<file path="config.mk">
export PLATFORM = sky130hd
export DESIGN_NAME = mwf_top
export DESIGN_NICKNAME = d
export VERILOG_FILES = /design/src/core/mwf_top.v
export VERILOG_INCLUDE_DIRS = /design/src /design/src/core
export SDC_FILE = /design/constraint.sdc
export NUM_CORES = 1
export LEC_CHECK = 0
export ABC_AREA = 1
export BUFFER_PORTS_ARGS = -buffer_cell sky130_fd_sc_hd__buf_4
export CAP_MARGIN = 30
export CELL_PAD_IN_SITES_DETAIL_PLACEMENT = 1
export CELL_PAD_IN_SITES_GLOBAL_PLACEMENT = 1
export CORE_MARGIN = 2
export CORE_UTILIZATION = 27
export DETAILED_ROUTE_END_ITERATION = 6
export GPL_ROUTABILITY_DRIVEN = 1
export PLACE_DENSITY_LB_ADDON = 0.1
export SYNTH_ARGS = -nofsm -noshare
export SYNTH_HDL_FRONTEND = slang
export SYNTH_SLANG_ARGS = --single-unit
</file>
<file path="constraint.sdc">
create_clock -name clk_sys -period 3.6 [get_ports clk_sys]
set_clock_uncertainty 0.2 [all_clocks]
set_input_delay 0.54 -clock clk_sys [delete_from_list [all_inputs] [get_ports clk_sys]]
set_output_delay 0.54 -clock clk_sys [all_outputs]
set_load 0.01 [all_outputs]
</file>
<file path="src/core/mwf_regs.vh">
`ifndef MWF_REGS_VH
`define MWF_REGS_VH
// ----------------------------------------------------------------
// Register offsets (byte addresses)
// ----------------------------------------------------------------
`define MWF_OFS_MAC_CONFIG   13'h1000
`define MWF_OFS_FLOW_CTRL    13'h1018
`define MWF_OFS_DEBUG        13'h1024
`define MWF_OFS_WAKE_WINDOW  13'h1028
`define MWF_OFS_PMT_CSR      13'h102c
`define MWF_OFS_INT_STATUS   13'h1038
// ----------------------------------------------------------------
// Field positions
// ----------------------------------------------------------------
`define MWF_CFG_FULL_DUPLEX  11
`define MWF_FC_TRIGGER       0
`define MWF_FC_TX_FC_EN      1
`define MWF_DBG_RX_ENGINE    0
`define MWF_DBG_RX_FFC_LO    1
`define MWF_DBG_RX_FWR       4
`define MWF_DBG_RX_RDST_LO   5
`define MWF_DBG_RX_FILL_LO   8
`define MWF_DBG_TX_ENGINE    16
`define MWF_DBG_TX_FCST_LO   17
`define MWF_DBG_TX_PAUSED    19
`define MWF_DBG_TX_RDST_LO   20
`define MWF_DBG_TX_FWR       22
`define MWF_DBG_TX_NEMPTY    24
`define MWF_DBG_TX_STFULL    25
`define MWF_PMT_RECEIVE_POWER_DOWN       0
`define MWF_PMT_MAGIC_EN     1
`define MWF_PMT_WAKE_EN      2
`define MWF_PMT_MAGIC_SEEN   5
`define MWF_PMT_WAKE_SEEN    6
`define MWF_PMT_UCAST        9
`define MWF_PMT_PTR_LO       24
`define MWF_PMT_PTR_RST      31
`define MWF_INT_PMT          3
// ----------------------------------------------------------------
// Reset values and constants
// ----------------------------------------------------------------
`define MWF_RST_WORD         32'h0000_0000
`define MWF_RST_PTR          3'h0
`define MWF_PTR_MAX          3'h7
`define MWF_CRC_INIT         16'hffff
`define MWF_CRC_POLY_REFL    16'ha001
`define MWF_MAGIC_SYNC       3'h6
`define MWF_MAGIC_ADDR_BYTES 7'h60
`define MWF_MASK_BITS        31
`endif

</file>
<file path="src/core/mwf_top.v">
// Decided for this implementation: register access over Avalon-MM.
`timescale 1ns/1ps
`include "mwf_regs.vh"

module mwf_top #(
  parameter ADDR_W = 13
) (
  // Clock and reset
  input  wire              clk_sys,
  input  wire              reset,
  // Avalon-MM slave
  input  wire [ADDR_W-1:0] avs_address,
  input  wire              avs_read,
  input  wire              avs_write,
  input  wire [31:0]       avs_writedata,
  output reg  [31:0]       avs_readdata,
  output wire              avs_waitrequest,
  // Transmit path status and control
  input  wire              tx_status_fifo_full,
  input  wire              tx_fifo_not_empty,
  input  wire              tx_fifo_writer_active,
  input  wire [1:0]        tx_fifo_reader_state,
  input  wire              tx_paused,
  input  wire [1:0]        tx_frame_ctrl_state,
  input  wire              tx_engine_active,
  input  wire              pause_frame_done,
  output wire              pause_frame_request,
  output wire              tx_schedule_allow,
  output reg               backpressure,
  output reg               jam_request,
  // Receive path status
  input  wire [1:0]        rx_fifo_fill_level,
  input  wire [1:0]        rx_fifo_reader_state,
  input  wire              rx_fifo_writer_active,
  input  wire [1:0]        rx_frame_ctrl_fifo_state,
  input  wire              rx_engine_active,
  // Receive byte stream from the MII engine
  input  wire              rx_frame_start,
  input  wire              rx_byte_valid,
  input  wire [7:0]        rx_byte,
  input  wire              rx_frame_end,
  input  wire              rx_frame_good,
  input  wire              rx_da_unicast_ok,
  input  wire [47:0]       station_addr,
  // Power management outputs
  output reg               rx_drop,
  output reg               pmt_event,
  output reg               power_mgmt_irq_status
);

  // ----------------------------------------------------------------
  // Helper functions
  // ----------------------------------------------------------------
  // One reflected CRC16 step over a byte
  function [15:0] crc16_byte;
    input [15:0] crc;
    input [7:0]  data;
    integer      k;
    reg   [15:0] c;
    begin
      c = crc ^ {8'h00, data};
      for (k = 0; k < 8; k = k + 1) begin
        if (c[0])
          c = (c >> 1) ^ `MWF_CRC_POLY_REFL;
        else
          c = c >> 1;
      end
      crc16_byte = c;
    end
  endfunction

  // Address byte n of the station address, first on the wire first
  function [7:0] addr_byte;
    input [47:0] addr;
    input [2:0]  n;
    begin
      case (n)
        3'h0:    addr_byte = addr[47:40];
        3'h1:    addr_byte = addr[39:32];
        3'h2:    addr_byte = addr[31:24];
        3'h3:    addr_byte = addr[23:16];
        3'h4:    addr_byte = addr[15:8];
        default: addr_byte = addr[7:0];
      endcase
    end
  endfunction

  // ----------------------------------------------------------------
  // Bus slave: one wait cycle, then the answer
  // ----------------------------------------------------------------
  reg        bus_ack;
  wire       bus_req = avs_read | avs_write;
  wire       wr_go   = avs_write & bus_ack;
  wire       rd_go   = avs_read & bus_ack;
  wire       hit_cfg = (avs_address == `MWF_OFS_MAC_CONFIG);
  wire       hit_fc  = (avs_address == `MWF_OFS_FLOW_CTRL);
  wire       hit_win = (avs_address == `MWF_OFS_WAKE_WINDOW);
  wire       hit_pmt = (avs_address == `MWF_OFS_PMT_CSR);

  assign avs_waitrequest = bus_req & ~bus_ack;

  // Ack toggles so each request is answered on its second cycle
  always @(posedge clk_sys) begin
    if (reset)
      bus_ack <= 1'b0;
    else
      bus_ack <= bus_req & ~bus_ack;
  end

  // ----------------------------------------------------------------
  // Configuration and flow control
  // ----------------------------------------------------------------
  reg  full_duplex;
  reg  tx_fc_en;
  reg  fc_trigger;
  wire wr_trig = wr_go & hit_fc & avs_writedata[`MWF_FC_TRIGGER];

  // Trigger is self-clearing in full duplex, plain bit in half duplex
  always @(posedge clk_sys) begin
    if (reset) begin
      full_duplex <= 1'b0;
      tx_fc_en    <= 1'b0;
      fc_trigger  <= 1'b0;
    end else begin
      if (wr_go & hit_cfg)
        full_duplex <= avs_writedata[`MWF_CFG_FULL_DUPLEX];
      if (wr_go & hit_fc)
        tx_fc_en <= avs_writedata[`MWF_FC_TX_FC_EN];
      if (full_duplex) begin
        if (wr_trig & ~fc_trigger & avs_writedata[`MWF_FC_TX_FC_EN])
          fc_trigger <= 1'b1;
        else if (fc_trigger & (pause_frame_done | ~tx_fc_en))
          fc_trigger <= 1'b0;
      end else if (wr_go & hit_fc) begin
        fc_trigger <= avs_writedata[`MWF_FC_TRIGGER];
      end
    end
  end

  // Pause frame held as a level until the transmitter reports done
  assign pause_frame_request = full_duplex & tx_fc_en & fc_trigger;
  assign tx_schedule_allow   = ~(full_duplex & tx_paused);

  // Backpressure and jam on each new frame in half duplex only
  always @(posedge clk_sys) begin
    if (reset) begin
      backpressure <= 1'b0;
      jam_request  <= 1'b0;
    end else begin
      backpressure <= ~full_duplex & tx_fc_en & fc_trigger;
      jam_request  <= ~full_duplex & tx_fc_en & fc_trigger & rx_frame_start;
    end
  end

  // ----------------------------------------------------------------
  // Debug status word
  // ----------------------------------------------------------------
  wire [31:0] debug_word;
  assign debug_word = {6'h00,
                       tx_status_fifo_full,
                       tx_fifo_not_empty,
                       1'b0,
                       tx_fifo_writer_active,
                       tx_fifo_reader_state,
                       full_duplex & tx_paused,
                       tx_frame_ctrl_state,
                       tx_engine_active,
                       6'h00,
                       rx_fifo_fill_level,
                       1'b0,
                       rx_fifo_reader_state,
                       rx_fifo_writer_active,
                       1'b0,
                       rx_frame_ctrl_fifo_state,
                       rx_engine_active};

  // ----------------------------------------------------------------
  // Wake-up filter store behind the pointer
  // ----------------------------------------------------------------
  reg  [31:0] filt_mem [0:7];
  reg  [2:0]  filt_ptr;
  wire        ptr_rst = wr_go & hit_pmt & avs_writedata[`MWF_PMT_PTR_RST];
  integer     m;

  // Window writes land at the pointer, which then steps and wraps at 7
  always @(posedge clk_sys) begin
    if (reset) begin
      filt_ptr <= `MWF_RST_PTR;
      for (m = 0; m < 8; m = m + 1)
        filt_mem[m] <= `MWF_RST_WORD;
    end else if (ptr_rst) begin
      filt_ptr <= `MWF_RST_PTR;
    end else if (wr_go & hit_win) begin
      filt_mem[filt_ptr] <= avs_writedata;
      filt_ptr <= (filt_ptr == `MWF_PTR_MAX) ? `MWF_RST_PTR : filt_ptr + 3'h1;
    end
  end

  // ----------------------------------------------------------------
  // Per-frame byte position and multicast capture
  // ----------------------------------------------------------------
  reg  [10:0] byte_pos;
  reg         frame_mcast;

  // Byte counter restarts at each frame; first DA byte gives group bit
  always @(posedge clk_sys) begin
    if (reset) begin
      byte_pos    <= 11'h000;
      frame_mcast <= 1'b0;
    end else if (rx_frame_start) begin
      byte_pos <= 11'h000;
    end else if (rx_byte_valid) begin
      if (byte_pos == 11'h000)
        frame_mcast <= rx_byte[0];
      if (byte_pos != 11'h7ff)
        byte_pos <= byte_pos + 11'h001;
    end
  end

  // ----------------------------------------------------------------
  // Four CRC16 pattern filters
  // ----------------------------------------------------------------
  wire [3:0] filt_hit;
  genvar     f;
  generate
    for (f = 0; f < 4; f = f + 1) begin : g_filt
      reg  [15:0] crc;
      wire [7:0]  ofs    = filt_mem[5][8*f +: 8];
      wire [10:0] rel    = byte_pos - {3'h0, ofs};
      wire        in_win = (byte_pos >= {3'h0, ofs}) &&
                           (rel < `MWF_MASK_BITS);
      wire [4:0]  j      = rel[4:0];
      wire        take   = in_win & filt_mem[f][j];
      wire [15:0] want   = filt_mem[6 + f/2][16*(f%2) +: 16];
      wire        en     = filt_mem[4][8*f];
      wire        mc_sel = filt_mem[4][8*f+3];

      // Masked bytes in the 31 bytes from the offset feed the CRC
      always @(posedge clk_sys) begin
        if (reset | rx_frame_start)
          crc <= `MWF_CRC_INIT;
        else if (rx_byte_valid & take)
          crc <= crc16_byte(crc, rx_byte);
      end

      assign filt_hit[f] = en & (crc == want) & (mc_sel == frame_mcast);
    end
  endgenerate

  // ----------------------------------------------------------------
  // Magic packet detector: six 0xff then sixteen station addresses
  // ----------------------------------------------------------------
  reg  [2:0] mg_sync;
  reg  [6:0] mg_cnt;
  reg  [2:0] mg_pos;
  reg        mg_found;
  wire [7:0] mg_want = addr_byte(station_addr, mg_pos);

  // Any mismatch restarts the search, reusing an 0xff as sync
  always @(posedge clk_sys) begin
    if (reset | rx_frame_start) begin
      mg_sync  <= 3'h0;
      mg_cnt   <= 7'h00;
      mg_pos   <= 3'h0;
      mg_found <= 1'b0;
    end else if (rx_byte_valid & ~mg_found) begin
      if (mg_sync == `MWF_MAGIC_SYNC && rx_byte == mg_want) begin
        mg_cnt <= mg_cnt + 7'h01;
        mg_pos <= (mg_pos == 3'h5) ? 3'h0 : mg_pos + 3'h1;
        if (mg_cnt + 7'h01 == `MWF_MAGIC_ADDR_BYTES)
          mg_found <= 1'b1;
      end else if (rx_byte == 8'hff) begin
        if (mg_cnt != 7'h00)
          mg_sync <= 3'h1;
        else if (mg_sync != `MWF_MAGIC_SYNC)
          mg_sync <= mg_sync + 3'h1;
        mg_cnt <= 7'h00;
        mg_pos <= 3'h0;
      end else begin
        mg_sync <= 3'h0;
        mg_cnt  <= 7'h00;
        mg_pos  <= 3'h0;
      end
    end
  end

  // ----------------------------------------------------------------
  // Power management control and status
  // ----------------------------------------------------------------
  reg  power_down;
  reg  magic_en;
  reg  wake_en;
  reg  any_ucast;
  reg  magic_seen;
  reg  wake_seen;
  wire frame_ok   = rx_frame_end & rx_frame_good & power_down;
  wire magic_evt  = frame_ok & magic_en & mg_found;
  wire wake_evt   = frame_ok & ((wake_en & (|filt_hit)) |
                                (any_ucast & rx_da_unicast_ok));
  wire pmt_rd_clr = rd_go & hit_pmt;
  wire next_magic_seen = magic_evt | (magic_seen & ~pmt_rd_clr);
  wire next_wake_seen  = wake_evt | (wake_seen & ~pmt_rd_clr);

  // Seen flags: a new event wins over the read that clears them
  always @(posedge clk_sys) begin
    if (reset) begin
      power_down            <= 1'b0;
      magic_en              <= 1'b0;
      wake_en               <= 1'b0;
      any_ucast             <= 1'b0;
      magic_seen            <= 1'b0;
      wake_seen             <= 1'b0;
      power_mgmt_irq_status <= 1'b0;
      pmt_event             <= 1'b0;
      rx_drop               <= 1'b0;
    end else begin
      if (wr_go & hit_pmt) begin
        magic_en  <= avs_writedata[`MWF_PMT_MAGIC_EN];
        wake_en   <= avs_writedata[`MWF_PMT_WAKE_EN];
        any_ucast <= avs_writedata[`MWF_PMT_UCAST];
      end
      if (magic_evt | wake_evt)
        power_down <= 1'b0;
      else if (wr_go & hit_pmt & avs_writedata[`MWF_PMT_RECEIVE_POWER_DOWN])
        power_down <= 1'b1;
      magic_seen <= next_magic_seen;
      wake_seen  <= next_wake_seen;
      if (magic_evt | wake_evt)
        power_mgmt_irq_status <= 1'b1;
      else if (~next_magic_seen & ~next_wake_seen)
        power_mgmt_irq_status <= 1'b0;
      pmt_event <= magic_evt | wake_evt;
      rx_drop   <= power_down & ~(magic_evt | wake_evt);
    end
  end

  // ----------------------------------------------------------------
  // Read data mux
  // ----------------------------------------------------------------
  reg [31:0] next_readdata;

  // Unmapped addresses read as zero
  always @* begin
    next_readdata = `MWF_RST_WORD;
    case (avs_address)
      `MWF_OFS_MAC_CONFIG:
        next_readdata[`MWF_CFG_FULL_DUPLEX] = full_duplex;
      `MWF_OFS_FLOW_CTRL: begin
        next_readdata[`MWF_FC_TRIGGER] = fc_trigger;
        next_readdata[`MWF_FC_TX_FC_EN] = tx_fc_en;
      end
      `MWF_OFS_DEBUG:
        next_readdata = debug_word;
      `MWF_OFS_WAKE_WINDOW:
        next_readdata = filt_mem[filt_ptr];
      `MWF_OFS_PMT_CSR: begin
        next_readdata[`MWF_PMT_RECEIVE_POWER_DOWN]     = power_down;
        next_readdata[`MWF_PMT_MAGIC_EN]   = magic_en;
        next_readdata[`MWF_PMT_WAKE_EN]    = wake_en;
        next_readdata[`MWF_PMT_MAGIC_SEEN] = magic_seen;
        next_readdata[`MWF_PMT_WAKE_SEEN]  = wake_seen;
        next_readdata[`MWF_PMT_UCAST]      = any_ucast;
        next_readdata[`MWF_PMT_PTR_LO +: 3] = filt_ptr;
      end
      `MWF_OFS_INT_STATUS:
        next_readdata[`MWF_INT_PMT] = power_mgmt_irq_status;
      default:
        next_readdata = `MWF_RST_WORD;
    endcase
  end

  // Read data registered in the wait cycle, valid when waitrequest drops
  always @(posedge clk_sys) begin
    if (reset)
      avs_readdata <= `MWF_RST_WORD;
    else if (avs_read & ~bus_ack)
      avs_readdata <= next_readdata;
  end

endmodule // mwf_top

</file>
==> summary.txt <==
Clock network
  • CTS tree: built
  • H-tree Lvls: 2
  • Num CTS Buffers: 52
  • CTS root buf: clkbuf_16
  • Clock-pin slew on the worst setup and hold paths: 60 ps
  • Max Buffers Root-to-Sink: 3
  • Clock Latency Late Sink: 630 ps
  • CTS sink count: 399

Setup path
  • Most frequent CP cell: nand3_1
  • Crit-path cells: inv_4 -> buf_6 -> ha_4 -> inv_2 -> fa_2 -> clkinvlp_4 -> a21oi_2 -> o21ai_1 -> nand3_1 -> nand3_1 -> nand2_2 -> nand3b_1 -> nor2_1 -> nand3b_1 -> buf_6 -> nand2_1 -> nand3_1
  • Reg-to-Reg Start: byte_pos[0]$_SDFFE_PP0P_
  • Crit-path slowest cell: fa_2
  • R2R setup slack: 10 ps
  • Reg2reg path depth: 17
  • R2r endpoint: g_filt[2].crc[0]$_SDFFE_PP1P_
  • Max incr delay on CP: 710 ps
  • Crit path capture type: register
  • Cell family with most CP delay: simple AND/OR/NAND/NOR gates
  • Worst setup path category: reg -> reg
  • Max Fanout on Critical Path: 8
  • Crit path buffers/inverters: 5
  • CP Data Required Time: 3890 ps
  • Worst Setup Start Kind: register
  • CP Data Arrival Time: 3870 ps

Timing
  • Final Hold Viols: 0
  • RSZ-0062 raised after global routing: yes
  • Hold slack: 31.59 ps
  • Max Slew Vio Count: 0
  • Final worst-path cycle share: 99.68%
  • Max Freq: 278.7 MHz
  • TNS Setup: 0 ps
  • Post-route setup slack: 11.36 ps
  • Minimum clock period: 3589 ps
  • Final setup vio count: 0
  • Worst slew pin tran: 1044 ps
  • Max transition margin: 29.52%

Logic synthesis
  • Post-synthesis cell area: 0.02276 mm^2
  • Async set-reset flop share out of synthesis: 0%
  • Sequential element share of the synthesized area: 46.36%
  • Synth Register Bits: 399
  • Mapped Nets: 3062
  • Leading area contributor after synthesis: edfxtp_1
  • Synth top area share: 33.78%
  • Mapped Cells: 2888
  • Synth Area per Inst: 7.880 um^2
  • Post-synth EDFFs: 256
  • Yosys Warn Count: 0
  • Top_reg_cell synth: edfxtp_1
  • Post-synth cell types: 50
  • Top cells by area, synth: edfxtp_1, dfxtp_1, nand2_1

Hold path
  • Min-delay src: avs_writedata[2]
  • Hold Crit Class: in -> reg
  • Hold Path Stages: 3
  • WHS Endpoint: wake_en$_SDFFE_PP0P_

Die
  • Num rows: 106
  • Chip Height: 294.3 um
  • Core Area: 0.08356 mm^2
  • Initial Utilization: 27.24%
  • DIE AREA: 0.08663 mm^2
  • Die X-Extent: 294.3 um
  • I/O pins: 168

Placed design
  • DP Wirelength: 78290 um
  • Cells after DPL: 4089
  • Gp weighted congestion: 0.8785
  • Setup WS pre-CTS: -245.5 ps
  • Cell Area, Placed: 0.02545 mm^2
  • I/O Buffers: 167

Finish
  • Fillers: 10.05k
  • Multi-input logic area: 0.01044 mm^2
  • Core Util, Final: 32.71%
  • Area grow syn2layout: 20.10%
  • Nets: 3251
  • Commonest cells after routing, fill and taps aside: nand2_1, nor2_1, inv_1
  • Antenna diodes: 0
  • Reg area: 0.01056 mm^2
  • Layout Cells excl Fill: 4198
  • Post-route design area: 0.02733 mm^2
  • Layout cells sized above 1: 12.89%
  • Most common cell after layout, fill and taps aside: nand2_1

Global routing
  • Number of global-route vias before repair: 21.99k
  • Largest net degree at the start of global routing: 76
  • First-pass GRT wire length: 149800 um
  • Total gr overflow: 0
  • GRT Util Overall: 23.59%
  • Initial antenna violation count: 5

Outcome
  • Status: finished clean

Power and ir drop
  • Worst IR drop on VDD: 401.4 uV
  • Pwr/cell area: 424.0 mW/mm^2
  • Leak: 11.90 nW
  • Overall power: 11.59 mW

Job
  • Max_cap viols: 0

Drt
  • Avg WL per Cell: 24.78 um
  • DRT iter0 DRCs: 1502
  • Vias per inst: 5.112
  • DRC Markers: 0
  • Router iterations before antenna repair: 5
  • Via count: 21.46k
  • Post-DRT Antenna Nets: 0
  • Wirelength, routed: 104000 um
-- metal layers --
layer	wire length, um	share of wire, %	vias up	GRT usage, %
li1	-	-	10030	-
met1	45230	43	10750	30.48
met2	49960	48	529	40.11
met3	4524	4.3	156	2.790
met4	4296	4.1	0	9.209
met5	0	0	-	0
-- area by class of cell --
class,count,share of cell area (%)
Tap cell,1080,4.944
Clock inverter,27,0.9476
Inverter,306,4.239
Clock buffer,68,5.090
Multi-Input combinational cell,2050,38.20
Timing Repair Buffer,268,7.956
Sequential cell,399,38.62
-- how the worst max path moves through the flow --
stage	startpoint	endpoint	slack [ps]	cells past startpoint
after floorplan	avs_address[9]	filt_mem[7][0]$_SDFFCE_PN0P_	90	11
after global placement	byte_pos[0]$_SDFFE_PP0P_	g_filt[2].crc[0]$_SDFFE_PP1P_	-240	18
after detailed placement	byte_pos[0]$_SDFFE_PP0P_	g_filt[2].crc[0]$_SDFFE_PP1P_	-250	18
after CTS	byte_pos[0]$_SDFFE_PP0P_	g_filt[2].crc[0]$_SDFFE_PP1P_	60	17
after global routing	byte_pos[0]$_SDFFE_PP0P_	g_filt[2].crc[0]$_SDFFE_PP1P_	-40	18
final	byte_pos[0]$_SDFFE_PP0P_	g_filt[2].crc[0]$_SDFFE_PP1P_	10	17
-- worst reg2reg max path: stages (launching register included) --
cell        delay [ps]
dfxtp_2            330
inv_4               70
buf_6              110
ha_4               130
inv_2               40
fa_2               710
clkinvlp_4         380
a21oi_2            220
o21ai_1             90
nand3_1            110
nand3_1             80
nand2_2            110
nand3b_1           160
nor2_1             150
nand3b_1           200
buf_6              220
nand2_1             70
nand3_1             70
-- timing repair --
action / in CTS / in global routing
hold endpoints to repair: 8 / 0
cloned: 0 / 1
endpoints found under the setup margin: 32 / 48
resized for setup: 5 / 31
hold buffers: 9 / 0
setup buffers: 1 / 3
pin swaps: 2 / 13
-- Yosys cell counts, types with 42 or more instances --
master    count
a21oi_1     149
clkbuf_1     87
dfxtp_1     143
edfxtp_1    256
ha_1         42
inv_1       294
nand2_1     553
nand3_1     277
nor2_1      455
o211ai_1     44
o21ai_0     209
xnor2_1      58
xor2_1       59
-- logic make-up after synthesis --
group	synth area share, %
DFF	46.36
AOI/OAI and AO/OA	12.03
buffers and inverters	8.131
and+or+nand+nor	26.27
adders and majority gates	2.661
xor gates and xnor gates	4.503
muxes	0.04398
-- state kept, by name (all words and copies together) (netlist names), 3 cells and up, named ones only --
name / flops
mg_cnt: 7
filt_ptr: 3
g_filt.crc: 64
byte_pos: 11
mg_sync: 3
filt_mem: 256
avs_readdata: 32
mg_pos: 3
-- report_power, final --
part           leakage, nW  internal (mW)  switching, mW  total [mW]
combinational         7.36          0.428          0.891        1.32
clock                0.797           3.00           2.19        5.19
sequential            3.75           4.98         0.0962        5.08
Power figures use the tool's default switching activity.
